==> src/sfd_pkg.sv <==
// package for the serial flash command decoder: opcodes, counts, frame kinds
// assumes a serial host in clock mode 0, msb first, one data line each way
package sfd_pkg;
    // ------------------------------------------------------------
    // opcodes
    // ------------------------------------------------------------
    localparam logic [7:0] set_write_latch_cmd = 8'h06;
    localparam logic [7:0] clear_write_latch_cmd = 8'h04;
    localparam logic [7:0] read_status_cmd = 8'h05;
    localparam logic [7:0] read_config_cmd = 8'h15;
    localparam logic [7:0] read_ident_cmd = 8'h9F;
    localparam logic [7:0] electronic_id_cmd = 8'hAB;
    localparam logic [7:0] enter_otp_cmd = 8'hB1;
    localparam logic [7:0] leave_otp_cmd = 8'hC1;
    localparam logic [7:0] arm_reset_cmd = 8'h66;
    localparam logic [7:0] do_reset_cmd = 8'h99;
    localparam logic [7:0] write_status_cmd = 8'h01;
    localparam logic [7:0] page_program_cmd = 8'h02;
    localparam logic [7:0] quad_page_program_cmd = 8'h38;
    localparam logic [7:0] sector_erase_cmd = 8'h20;
    localparam logic [7:0] half_block_erase_cmd = 8'h52;
    localparam logic [7:0] block_erase_cmd = 8'hD8;
    localparam logic [7:0] chip_erase_cmd = 8'h60;
    localparam logic [7:0] chip_erase_alt_cmd = 8'hC7;
    // ------------------------------------------------------------
    // counts
    // ------------------------------------------------------------
    localparam logic [2:0] last_bit_of_byte = 3'h7;
    localparam logic [1:0] ident_byte_count = 2'h3;
    localparam logic [4:0] eid_dummy_bits = 5'h18;
    // ------------------------------------------------------------
    // output kinds and frame states
    // ------------------------------------------------------------
    typedef enum {sfd_src_status, sfd_src_config, sfd_src_ident, sfd_src_eid} sfd_src_t;
    typedef enum {sfd_st_idle, sfd_st_opcode, sfd_st_dummy, sfd_st_out, sfd_st_ignore} sfd_state_t;
endpackage

==> src/sfd_link_if.sv <==
// link signals between the pin synchroniser and the command core
// assumes both ends run on the same system clock
`timescale 1ns/1ps
`default_nettype none
interface sfd_link_if;
    logic frame_active;
    logic frame_start;
    logic frame_end;
    logic sck_rise;
    logic sck_fall;
    logic data_in;
    modport sync (output frame_active, frame_start, frame_end, sck_rise, sck_fall, data_in);
    modport core (input frame_active, frame_start, frame_end, sck_rise, sck_fall, data_in);
endinterface
`default_nettype wire

==> src/sfd_pin_sync.sv <==
// pin synchroniser: brings select, serial clock and data into the system clock
// assumes serial clock slow enough to be sampled (at least four system clocks per half)
`timescale 1ns/1ps
`default_nettype none
module sfd_pin_sync (
    input wire logic mclk_i,      // system clock
    input wire logic srst_i,      // sync reset
    input wire logic cs_n_i,      // chip select pin
    input wire logic sclk_i,      // serial clock pin
    input wire logic si_i,        // serial data pin
    sfd_link_if.sync link         // synchronised events
);
    logic [2:0] meta;
    logic [2:0] stable;
    logic [2:0] prev;
    // ------------------------------------------------------------
    // two-stage sync, then one delay for edges
    // ------------------------------------------------------------
    always_ff @(posedge mclk_i) begin
        if (srst_i) begin
            meta <= 3'h5;
            stable <= 3'h5;
            prev <= 3'h5;
        end else begin
            meta <= {cs_n_i, sclk_i, si_i};
            stable <= meta;
            prev <= stable;
        end
    end
    // ------------------------------------------------------------
    // events
    // ------------------------------------------------------------
    assign link.frame_active = ~stable[2];
    assign link.frame_start = prev[2] & ~stable[2];
    assign link.frame_end = ~prev[2] & stable[2];
    assign link.sck_rise = ~stable[2] & ~prev[1] & stable[1];
    assign link.sck_fall = ~stable[2] & prev[1] & ~stable[1];
    assign link.data_in = stable[0];
endmodule
`default_nettype wire

==> src/sfd_cmd_decoder.sv <==
// serial flash command decoder: latch, reset pair, id, status, config, otp mode
// assumes status bits 7..2, config byte and busy come from the array controller
//
// Behaviour
// reset opcode acts only when arm-reset was the frame just before
// any other command between arm-reset and reset drops the arm
// host sends only defined opcodes; unknown ones are ignored here
// set-write-latch opcode sets the write latch
// host sets the latch before any program, erase or status write
// latch commands are one opcode byte framed by select low then high
// upper io lines are ignored during these commands
// clear-write-latch opcode clears the write latch
// latch clears at reset, clear opcode, soft reset and operation completion
// ident read shifts maker byte then two device bytes, 24 bits
// raising select during ident output stops the output driver
// ident opcode not decoded while busy
// select high after ident returns to standby
// status read accepted always and repeats while select low
// host polls busy before new commands during an operation
// config read accepted always, config byte shifted out
// enter-otp opcode redirects accesses to the otp region
// leave-otp opcode returns accesses to the main array
// electronic id: three dummy bytes then device id byte
// program and erase opcodes ignored while latch clear
// msb first on serial input, sampled on serial clock rise
`timescale 1ns/1ps
`default_nettype none
module sfd_cmd_decoder
    import sfd_pkg::*;
#(
    parameter logic [7:0] MAKER_ID = 8'h5A,   // arbitrary value
    parameter logic [7:0] DEVICE_ID_HI = 8'h12, // arbitrary value
    parameter logic [7:0] DEVICE_ID_LO = 8'h34, // arbitrary value
    parameter logic [7:0] ELECTRONIC_ID = 8'h56 // arbitrary value
) (
    input wire logic mclk_i,                 // system clock
    input wire logic srst_i,                 // sync reset, power-up
    input wire logic cs_n_i,                 // chip select pin, active low
    input wire logic sclk_i,                 // serial clock pin
    input wire logic si_i,                   // serial data in pin
    input wire logic [2:0] upper_io_lines_i, // upper data lines, unused
    output logic so_o,                       // serial data out
    output logic so_oe_n_o,                  // low while driving so_o
    input wire logic busy_flag_i,            // program/erase/write running
    input wire logic [5:0] status_hi_i,      // status bits 7..2
    input wire logic [7:0] config_i,         // configuration byte
    input wire logic op_done_i,              // operation finished pulse
    output logic write_latch_o,              // write latch state
    output logic otp_mode_o,                 // accesses go to otp region
    output logic soft_reset_o,               // soft reset pulse
    output logic write_cmd_o,                // accepted write opcode pulse
    output logic [7:0] write_op_o            // opcode of that write
);
    sfd_link_if link ();
    sfd_state_t state;
    sfd_src_t src;
    logic [7:0] op_sr;
    logic [2:0] bit_cnt;
    logic [1:0] byte_idx;
    logic [4:0] dummy_cnt;
    logic [7:0] out_sr;
    logic [7:0] frame_op;
    logic frame_bits_ok;
    logic arm_reset;
    logic write_latch;
    logic otp_mode;

    sfd_pin_sync u_sync (
        .mclk_i(mclk_i),
        .srst_i(srst_i),
        .cs_n_i(cs_n_i),
        .sclk_i(sclk_i),
        .si_i(si_i),
        .link(link)
    );

    // ------------------------------------------------------------
    // decode
    // ------------------------------------------------------------
    function automatic logic is_write_op(input logic [7:0] op);
        return op == write_status_cmd || op == page_program_cmd ||
            op == quad_page_program_cmd || op == sector_erase_cmd ||
            op == half_block_erase_cmd || op == block_erase_cmd ||
            op == chip_erase_cmd || op == chip_erase_alt_cmd;
    endfunction

    function automatic logic [7:0] out_byte(input sfd_src_t s, input logic [1:0] idx,
                                            input logic [7:0] stat, input logic [7:0] cfg);
        logic [7:0] b;
        b = stat;
        unique case (s)
            sfd_src_status: b = stat;
            sfd_src_config: b = cfg;
            sfd_src_eid: b = ELECTRONIC_ID;
            sfd_src_ident: b = (idx == 2'h0) ? MAKER_ID :
                               (idx == 2'h1) ? DEVICE_ID_HI : DEVICE_ID_LO;
        endcase
        return b;
    endfunction

    wire [7:0] next_op = {op_sr[6:0], link.data_in};
    wire opcode_done = (state == sfd_st_opcode) && link.sck_rise && bit_cnt == last_bit_of_byte;
    wire [7:0] status_byte = {status_hi_i, write_latch, busy_flag_i};
    wire [7:0] cur_byte = out_byte(src, byte_idx, status_byte, config_i);
    // release on the fall after bit 24 so the last bit stands a full serial clock
    wire ident_over = (src == sfd_src_ident) && byte_idx == ident_byte_count &&
                      link.sck_fall;
    // single-byte commands execute at select high after exactly eight bits
    wire exec = link.frame_end && frame_bits_ok;
    wire do_set = exec && frame_op == set_write_latch_cmd;
    wire do_soft_reset = exec && frame_op == do_reset_cmd && arm_reset;
    wire do_clear = (exec && frame_op == clear_write_latch_cmd) || op_done_i ||
                    do_soft_reset;
    wire write_ok = opcode_done && is_write_op(next_op) && write_latch;

    // ------------------------------------------------------------
    // frame state machine
    // ------------------------------------------------------------
    always_ff @(posedge mclk_i) begin
        if (srst_i || !link.frame_active) begin
            state <= sfd_st_idle;
            bit_cnt <= 3'h0;
            byte_idx <= 2'h0;
            dummy_cnt <= 5'h00;
            src <= sfd_src_status;
        end else begin
            unique case (state)
                sfd_st_idle: begin
                    state <= sfd_st_opcode;
                end
                sfd_st_opcode: begin
                    if (link.sck_rise) begin
                        bit_cnt <= bit_cnt + 3'h1;
                    end
                    if (opcode_done) begin
                        if (next_op == read_status_cmd) begin
                            state <= sfd_st_out;
                            src <= sfd_src_status;
                        end else if (next_op == read_config_cmd) begin
                            state <= sfd_st_out;
                            src <= sfd_src_config;
                        end else if (next_op == read_ident_cmd && !busy_flag_i) begin
                            state <= sfd_st_out;
                            src <= sfd_src_ident;
                        end else if (next_op == electronic_id_cmd) begin
                            state <= sfd_st_dummy;
                            src <= sfd_src_eid;
                        end else begin
                            state <= sfd_st_ignore;
                        end
                    end
                end
                sfd_st_dummy: begin
                    if (link.sck_rise) begin
                        dummy_cnt <= dummy_cnt + 5'h01;
                        if (dummy_cnt == eid_dummy_bits - 5'h01) begin
                            state <= sfd_st_out;
                        end
                    end
                end
                sfd_st_out: begin
                    if (link.sck_fall) begin
                        bit_cnt <= bit_cnt + 3'h1;
                        if (bit_cnt == last_bit_of_byte && src == sfd_src_ident) begin
                            byte_idx <= byte_idx + 2'h1;
                        end
                    end
                    if (ident_over) begin
                        state <= sfd_st_ignore;
                    end
                end
                sfd_st_ignore: begin
                    state <= sfd_st_ignore;
                end
            endcase
        end
    end

    // ------------------------------------------------------------
    // opcode shifter and frame bookkeeping
    // ------------------------------------------------------------
    always_ff @(posedge mclk_i) begin
        if (srst_i) begin
            op_sr <= 8'h00;
            frame_op <= 8'h00;
            frame_bits_ok <= 1'b0;
        end else if (link.frame_start) begin
            frame_bits_ok <= 1'b0;
        end else if (link.sck_rise) begin
            op_sr <= next_op;
            frame_bits_ok <= opcode_done;
            if (opcode_done) begin
                frame_op <= next_op;
            end
        end
    end

    // ------------------------------------------------------------
    // serial output, changes on serial clock fall
    // ------------------------------------------------------------
    always_ff @(posedge mclk_i) begin
        if (srst_i || !link.frame_active || ident_over) begin
            so_o <= 1'b0;
            so_oe_n_o <= 1'b1;
            out_sr <= 8'h00;
        end else if (state == sfd_st_out && link.sck_fall) begin
            so_oe_n_o <= 1'b0;
            if (bit_cnt == 3'h0) begin
                so_o <= cur_byte[7];
                out_sr <= {cur_byte[6:0], 1'b0};
            end else begin
                so_o <= out_sr[7];
                out_sr <= {out_sr[6:0], 1'b0};
            end
        end
    end

    // ------------------------------------------------------------
    // latch, reset arm, otp mode
    // ------------------------------------------------------------
    always_ff @(posedge mclk_i) begin
        if (srst_i) begin
            write_latch <= 1'b0;
            arm_reset <= 1'b0;
            otp_mode <= 1'b0;
            soft_reset_o <= 1'b0;
            write_cmd_o <= 1'b0;
            write_op_o <= 8'h00;
        end else begin
            soft_reset_o <= do_soft_reset;
            write_cmd_o <= write_ok;
            if (write_ok) begin
                write_op_o <= next_op;
            end
            if (do_set) begin
                write_latch <= 1'b1;
            end else if (do_clear) begin
                write_latch <= 1'b0;
            end
            if (link.frame_end) begin
                arm_reset <= exec && frame_op == arm_reset_cmd;
            end
            if (do_soft_reset || (exec && frame_op == leave_otp_cmd)) begin
                otp_mode <= 1'b0;
            end else if (exec && frame_op == enter_otp_cmd) begin
                otp_mode <= 1'b1;
            end
        end
    end

    assign write_latch_o = write_latch;
    assign otp_mode_o = otp_mode;
endmodule
`default_nettype wire

==> config.mk <==
export PLATFORM = sky130hd
export DESIGN_NAME = sfd_cmd_decoder
export DESIGN_NICKNAME = d
export VERILOG_FILES = /design/src/sfd_pkg.sv /design/src/sfd_link_if.sv /design/src/sfd_pin_sync.sv /design/src/sfd_cmd_decoder.sv
export SDC_FILE = /design/constraint.sdc
export NUM_CORES = 1
export LEC_CHECK = 0
export BUFFER_PORTS_ARGS = -buffer_cell sky130_fd_sc_hd__buf_4
export CORE_ASPECT_RATIO = 0.75
export CORE_MARGIN = 2
export CORE_UTILIZATION = 54
export CTS_BUF_LIST = sky130_fd_sc_hd__clkbuf_4 sky130_fd_sc_hd__clkbuf_8
export DETAILED_ROUTE_END_ITERATION = 7
export PLACE_DENSITY = 0.78
export REMOVE_ABC_BUFFERS = 1
export SLEW_MARGIN = 10
export SYNTH_ARGS = -nofsm -noshare
export SYNTH_HDL_FRONTEND = slang
export SYNTH_SLANG_ARGS = --single-unit
==> constraint.sdc <==
create_clock -name mclk_i -period 1.8 [get_ports mclk_i]
set_input_delay 0.36 -clock mclk_i [delete_from_list [all_inputs] [get_ports mclk_i]]
set_output_delay 0.36 -clock mclk_i [all_outputs]
set_load 0.005 [all_outputs]
======== Word level (Yosys, flattened, before mapping) ========
Index checks and enable logic that the tools add are counted.
cells by class
  add/sub/neg operators ................... 3
  eq/ne operators ......................... 38
  mux-type cells .......................... 23
  bitwise operators ....................... 11
  reductions and logical operators ........ 46
operator list
  cell                                            count
  2-to-1 mux 32 bit                               8
  == test 32 x 2 -> 1 bit, second input constant  5
  one-hot mux 32 bit (5 select lines)             1
  == test 32 x 3 -> 1 bit, second input constant  3
  == test 32 x 1 -> 1 bit, second input constant  2
  zero test 32 bit                                2
  == test 8 bit, second input constant            7
  one-hot mux 8 bit (4 select lines)              1
  == test 8 x 3 -> 1 bit, second input constant   3
  == test 8 x 7 -> 1 bit, second input constant   3
  2-to-1 mux 3 bit                                6
  logical AND 1 bit                               17
  == test 8 x 6 -> 1 bit, second input constant   2
  logical OR 1 bit                                12
  inequality test 2 bit, second input constant    6
  AND reduction 3 bit                             4
  == test 8 x 1 -> 1 bit, second input constant   1
  == test 8 x 2 -> 1 bit, second input constant   1
  == test 8 x 5 -> 1 bit, second input constant   1
  2-to-1 mux 8 bit                                1
  2-to-1 mux 7 bit                                1
  AND 1 bit                                       6
  2-to-1 mux 6 bit                                1
  one-hot mux 3 bit (2 select lines)              1
  17 further kinds                                26
storage, ports and cells
  bits in registers ....................... 122
  output and inout port bits .............. 14
  logic and storage cells ................. 141

======== Depth between registers and ports, before layout ========
  word-level depth ........................ 10
  gate-level depth with buffers ........... 8
  mapped depth without buffers ............ 7

======== By module ========
A second synthesis with hierarchy kept.
unflattened totals
  cells, all modules ...................... 332
  area total of the unflattened synthesis .. 3066.7 um2
modules (own cells, without submodules)
  module           instances  cells an instance  area each (um2)
  sfd_cmd_decoder  1          311                2825.2
  sfd_pin_sync     1          21                 241.5

======== Worst setup path after synthesis ========
Ideal clock, no wire load.
  path kind ............................... flip-flop to flip-flop
  start point ............................. reg op_sr[3]
  end point ............................... reg write_op_o[3]
  data arrival time ....................... 1585 ps
  required time ........................... 1667 ps
  setup slack ............................. 82 ps
  cell stages (with the launch flop) ...... 7
  buffers on the path ..................... 1
  clock period less this slack ............ 1718 ps
  cell sequence ........................... dfxtp_1 -> buf_6 -> or4b_1 -> o41ai_1 -> o2111ai_1 -> nand3_1 -> a21oi_2
between the ends
  longest elaborated chain between the ends .. 10
  elaborated cells between the ends (all ways) .. 17
  classes of those cells .................. eq/ne (8); reduce/logical (9)
ends and longest elaborated chain
  what                                                              RTL line                RTL
  start: declaration                                                sfd_cmd_decoder.sv:57   logic [7:0] op_sr;
  start signal: assignment                                          sfd_cmd_decoder.sv:190  op_sr <= next_op;
  == test 8 x 1 -> 1 bit or == test 8 x 2 -> 1 bit (tied branches)  sfd_cmd_decoder.sv:81   return op == write_status_cmd || op == page_program_cmd ||
  logical OR 1 bit (2 in series)                                    sfd_cmd_decoder.sv:81
  logical OR 1 bit (2 in series)                                    sfd_cmd_decoder.sv:82   op == quad_page_program_cmd || op == sector_erase_cmd ||
  logical OR 1 bit (2 in series)                                    sfd_cmd_decoder.sv:83   op == half_block_erase_cmd || op == block_erase_cmd ||
  logical OR 1 bit (*)                                              sfd_cmd_decoder.sv:84   op == chip_erase_cmd || op == chip_erase_alt_cmd;
  logical AND 1 bit (*) (2 in series)                               sfd_cmd_decoder.sv:114  wire write_ok = opcode_done && is_write_op(next_op) && write_latch;
  end signal: assignment                                            sfd_cmd_decoder.sv:233  write_op_o <= next_op;
  end: declaration                                                  sfd_cmd_decoder.sv:52   output logic [7:0] write_op_o
Mark *: on every way between the ends. The rest lies on a longest branch, timed or not.
A chain may end at the register's enable or synchronous reset.

======== Worst setup path in the final report ========
  start point ............................. reg op_sr[4]
  end point ............................... reg write_op_o[5]
between the ends
  longest elaborated chain between the ends .. 10
  elaborated cells between the ends (all ways) .. 17
  classes of those cells .................. eq/ne (8); reduce/logical (9)
ends and longest elaborated chain
  what                                                              RTL line
  == test 8 x 1 -> 1 bit or == test 8 x 2 -> 1 bit (tied branches)  sfd_cmd_decoder.sv:81
  logical OR 1 bit (2 in series)                                    sfd_cmd_decoder.sv:81
  logical OR 1 bit (2 in series)                                    sfd_cmd_decoder.sv:82
  logical OR 1 bit (2 in series)                                    sfd_cmd_decoder.sv:83
  logical OR 1 bit                                                  sfd_cmd_decoder.sv:84
  logical AND 1 bit (2 in series)                                   sfd_cmd_decoder.sv:114
Parallel ways exist; a longest one is shown, timed or not.

==> summary.txt <==
Outcome
  – Status: finished with violations
  – Failing checks: negative setup slack

Power and ir drop
  – Sw power: 538 uW
  – Leak: 0.00135 uW
  – Worst VDD drop: 531 uV
  – Sequential power share: 0.542
  – Sw frac: 0.214
  – Clk pwr share: 0.422
  – Total power per unit cell area: 675 nW/um2
  – Int Pwr: 1980 uW
  – Combinational Power Share: 0.035

Placed design
  – DP Wirelength: 4640 um
  – RePlAce Congestion: 0.852
  – Count of input and output buffers: 34

Routing
  – Final wirelength: 6940 um
  – 1st-pass router iterations: 4
  – Via count: 2,593
  – WL per Instance: 14.9 um
  – Via density: 5.56
  – DRC Markers: 0
  – Initial drt markers: 184
  – Antenna Nets Post-Route: 0

Clock tree
  – CTS tree: yes
  – CTS Sinks: 61
  – Clock Path Buffers: 2
  – H-tree levels: 3
  – Clock transition at the registers of the reported paths: 0.06 ns
  – Root Driver: clkbuf_8
  – # hold bufs at CTS: 0
  – Num CTS Buffers: 9
  – Skew-Pair Late Insertion Delay: 0.33 ns

Die
  – Starting Density: 0.561
  – Die Wd: 90.1 um
  – Die Ht: 68.6 um
  – Rows: 23
  – Die area: 6180 um2
  – I/O pins: 38
  – Area of the core: 5350 um2

Logic synthesis
  – Synth warnings: 0
  – Cell variety after synth: 63
  – EDFF count, synth: 0
  – Synth Instances: 334
  – Post-synth ARST share: 0
  – Ys flop type: dfxtp_1
  – Mapped Area: 3000 um2
  – Register area share after synthesis: 0.406
  – Syn_area_per_cell: 8.99 um2
  – Yosys reg bits: 61

Global routing
  – Initial antenna violation count: 0
  – Met2 Resource Use GR: 0.367
  – M3 GR Usage: 0.0848
  – Met1 usage in global routing: 0.294
  – GRT overflow: 0
  – Grt peak-use layer: met2
  – GRT Util Overall: 0.227
  – First-pass GRT wire length: 11,000 um
  – Largest net degree at the start of global routing: 37
  – Vias in the first global route: 2,346

Cells and area
  – Share of cells above drive strength 1: 0.317
  – Area of the multi-input gates: 1730 um2
  – Ant. Diodes: 0
  – Filler cells: 419
  – Area growth syn-to-layout: 24.2%
  – Final Util: 0.697
  – Layout Nets: 418
  – Sequential standard cell area: 1230 um2

Flow run
  – Max-Cap Viols: 0

STA
  – Min setup slack post-route: -0.0498 ns
  – Final setup fails: 4
  – Final period utilization: 1.03
  – Clk_skew: 0.00531 ns
  – Fin crit period: 1.85 ns
  – Slew Limit Fails: 0
  – Maximum clock frequency: 541 MHz
  – Hold WS: 0.206 ns
  – RSZ-0062 raised after global routing: true
  – Slew @ Worst Pin: 0.602 ns
  – Final-report hold violation count: 0
  – Rel. slew slack: 0.598

Hold path
  – Worst hold start: cs_n_i
  – Worst hold path class: in -> reg

Critical path
  – Critical path launch point type: register
  – Crit. End Element: register
  – CP arrival: 2.06 ns
  – Required @ worst endpoint: 2.01 ns
  – CP Max Fanout: 5
  – Kind of critical path: reg -> reg
  – Critical R2R Launch: op_sr[4]
  – Worst setup startpoint: op_sr[4]
[metal layers]
| metal | vias up | part of all wire |
|---|---|---|
| met4 | 0 | 0.015 |
| met3 | 11 | 0.053 |
| met1 | 1205 | 0.48 |
| li1 | 1299 | - |
| met5 | - | 0 |
| met2 | 78 | 0.45 |
[worst max-delay path: stages, from the launching register on]
cell	delay, ns
dfxtp_2	0.35
or3b_4	0.40
a2111oi_4	0.41
buf_4	0.21
o211ai_4	0.12
nand3_1	0.15
a21oi_2	0.07
[synthesized netlist by cell type (all sizes together), types with 3 or more instances]
cell type / n / share of area
a2111oi: 3 / 0.015
nand3: 12 / 0.020
inv: 9 / 0.011
and3: 4 / 0.0083
o211ai: 5 / 0.014
mux2i: 16 / 0.053
buf: 7 / 0.019
nand2b: 4 / 0.0083
nor4b: 3 / 0.013
o21ai: 15 / 0.025
nor3b: 4 / 0.012
xor2: 3 / 0.0087
clkbuf: 14 / 0.027
nand2: 25 / 0.031
or2: 4 / 0.0083
xnor2: 4 / 0.012
nor2b: 9 / 0.019
ha: 7 / 0.029
a21oi: 32 / 0.061
nor2: 40 / 0.053
nand4: 3 / 0.0062
dfxtp: 61 / 0.41
nor3: 8 / 0.013
or3b: 4 / 0.012
a211oi: 5 / 0.012
[final timing paths]
path,end,slack [ns],cells after the start
worst max-delay path,write_op_o[5],-0.05,6
worst min-delay path,u_sync.meta[2],0.21,2
worst max register to register,write_op_o[5],-0.05,6
worst min register to register,u_sync.stable[0],0.41,1
[layout make-up]
type | count | area share
clock buffers | 13 | 0.0429
clock inverters | 2 | 0.00268
inverters | 9 | 0.00906
multi-input cells | 243 | 0.464
flip-flops and latches | 61 | 0.329
well taps | 75 | 0.0252
repair buffers | 63 | 0.127
[power groups by stage]
stage / Clock (uW) / Combinational [uW] / Sequential (uW)
3_3_place_gp: 0 / 85.6 / 1390
2_1_floorplan: 0 / 28.0 / 1390
4_1_cts: 1090 / 87.7 / 1360
3_5_place_dp: 0 / 87.5 / 1390
6_report: 1060 / 89.3 / 1370
5_1_grt: 1170 / 98.2 / 1370
[logic make-up (layout without fill, tap and decap cells)]
logic type	after synthesis	after routing	share of synthesized area
AO/OA/AOI/OAI	76	77	0.177
XOR/XNOR	7	7	0.0204
adder cells (fa/ha/maj)	7	7	0.0292
buffers and inverters	31	87	0.0608
flip-flops	61	61	0.406
multiplexers	18	18	0.0608
AND/OR/NAND/NOR	134	134	0.245
[through the flow]
stage	setup TNS [ns]	cell area (um2)	std cells	total power (uW)	setup WS [ns]
finish	-0.128	3730	466	2520	-0.0498
floorplan	0	2860	312	1420	0.0128
detailed placement	-0.0144	3410	448	1480	-0.0144
global placement	0	3410	448	1480	0.0500
global route	-0.384	3730	466	2630	-0.0854
CTS	0	3590	463	2540	0.00581
[cells in the final DEF (no fill, tap or decap), types with 5 or more instances in the layout]
master    count
o21ai_0       9
nor3_1        8
ha_1          7
nor2b_1       9
buf_4        63
nand2_1      25
mux2i_1      16
a211oi_1      5
nand3_2       5
nor2_1       38
nand3_1       7
dfxtp_1      56
clkbuf_8     10
dfxtp_2       5
a21oi_1      25
inv_1         9
a21oi_2       7
[state kept, by name, indices dropped and copies added (netlist names), 2 cells and up]
name           count
write_op_o         8
out_sr             7
op_sr              7
u_sync.meta        3
state              3
byte_idx           2
u_sync.prev        2
dummy_cnt          5
bit_cnt            3
src                2
frame_op           8
u_sync.stable      3
[timing repair]
item	in CTS	in global routing
setup endpoints to repair	6	22
gates resized for setup	2	26
cloned	0	1
pin swaps	1	10
setup buffers	0	2
Power figures use the tool's default switching activity.
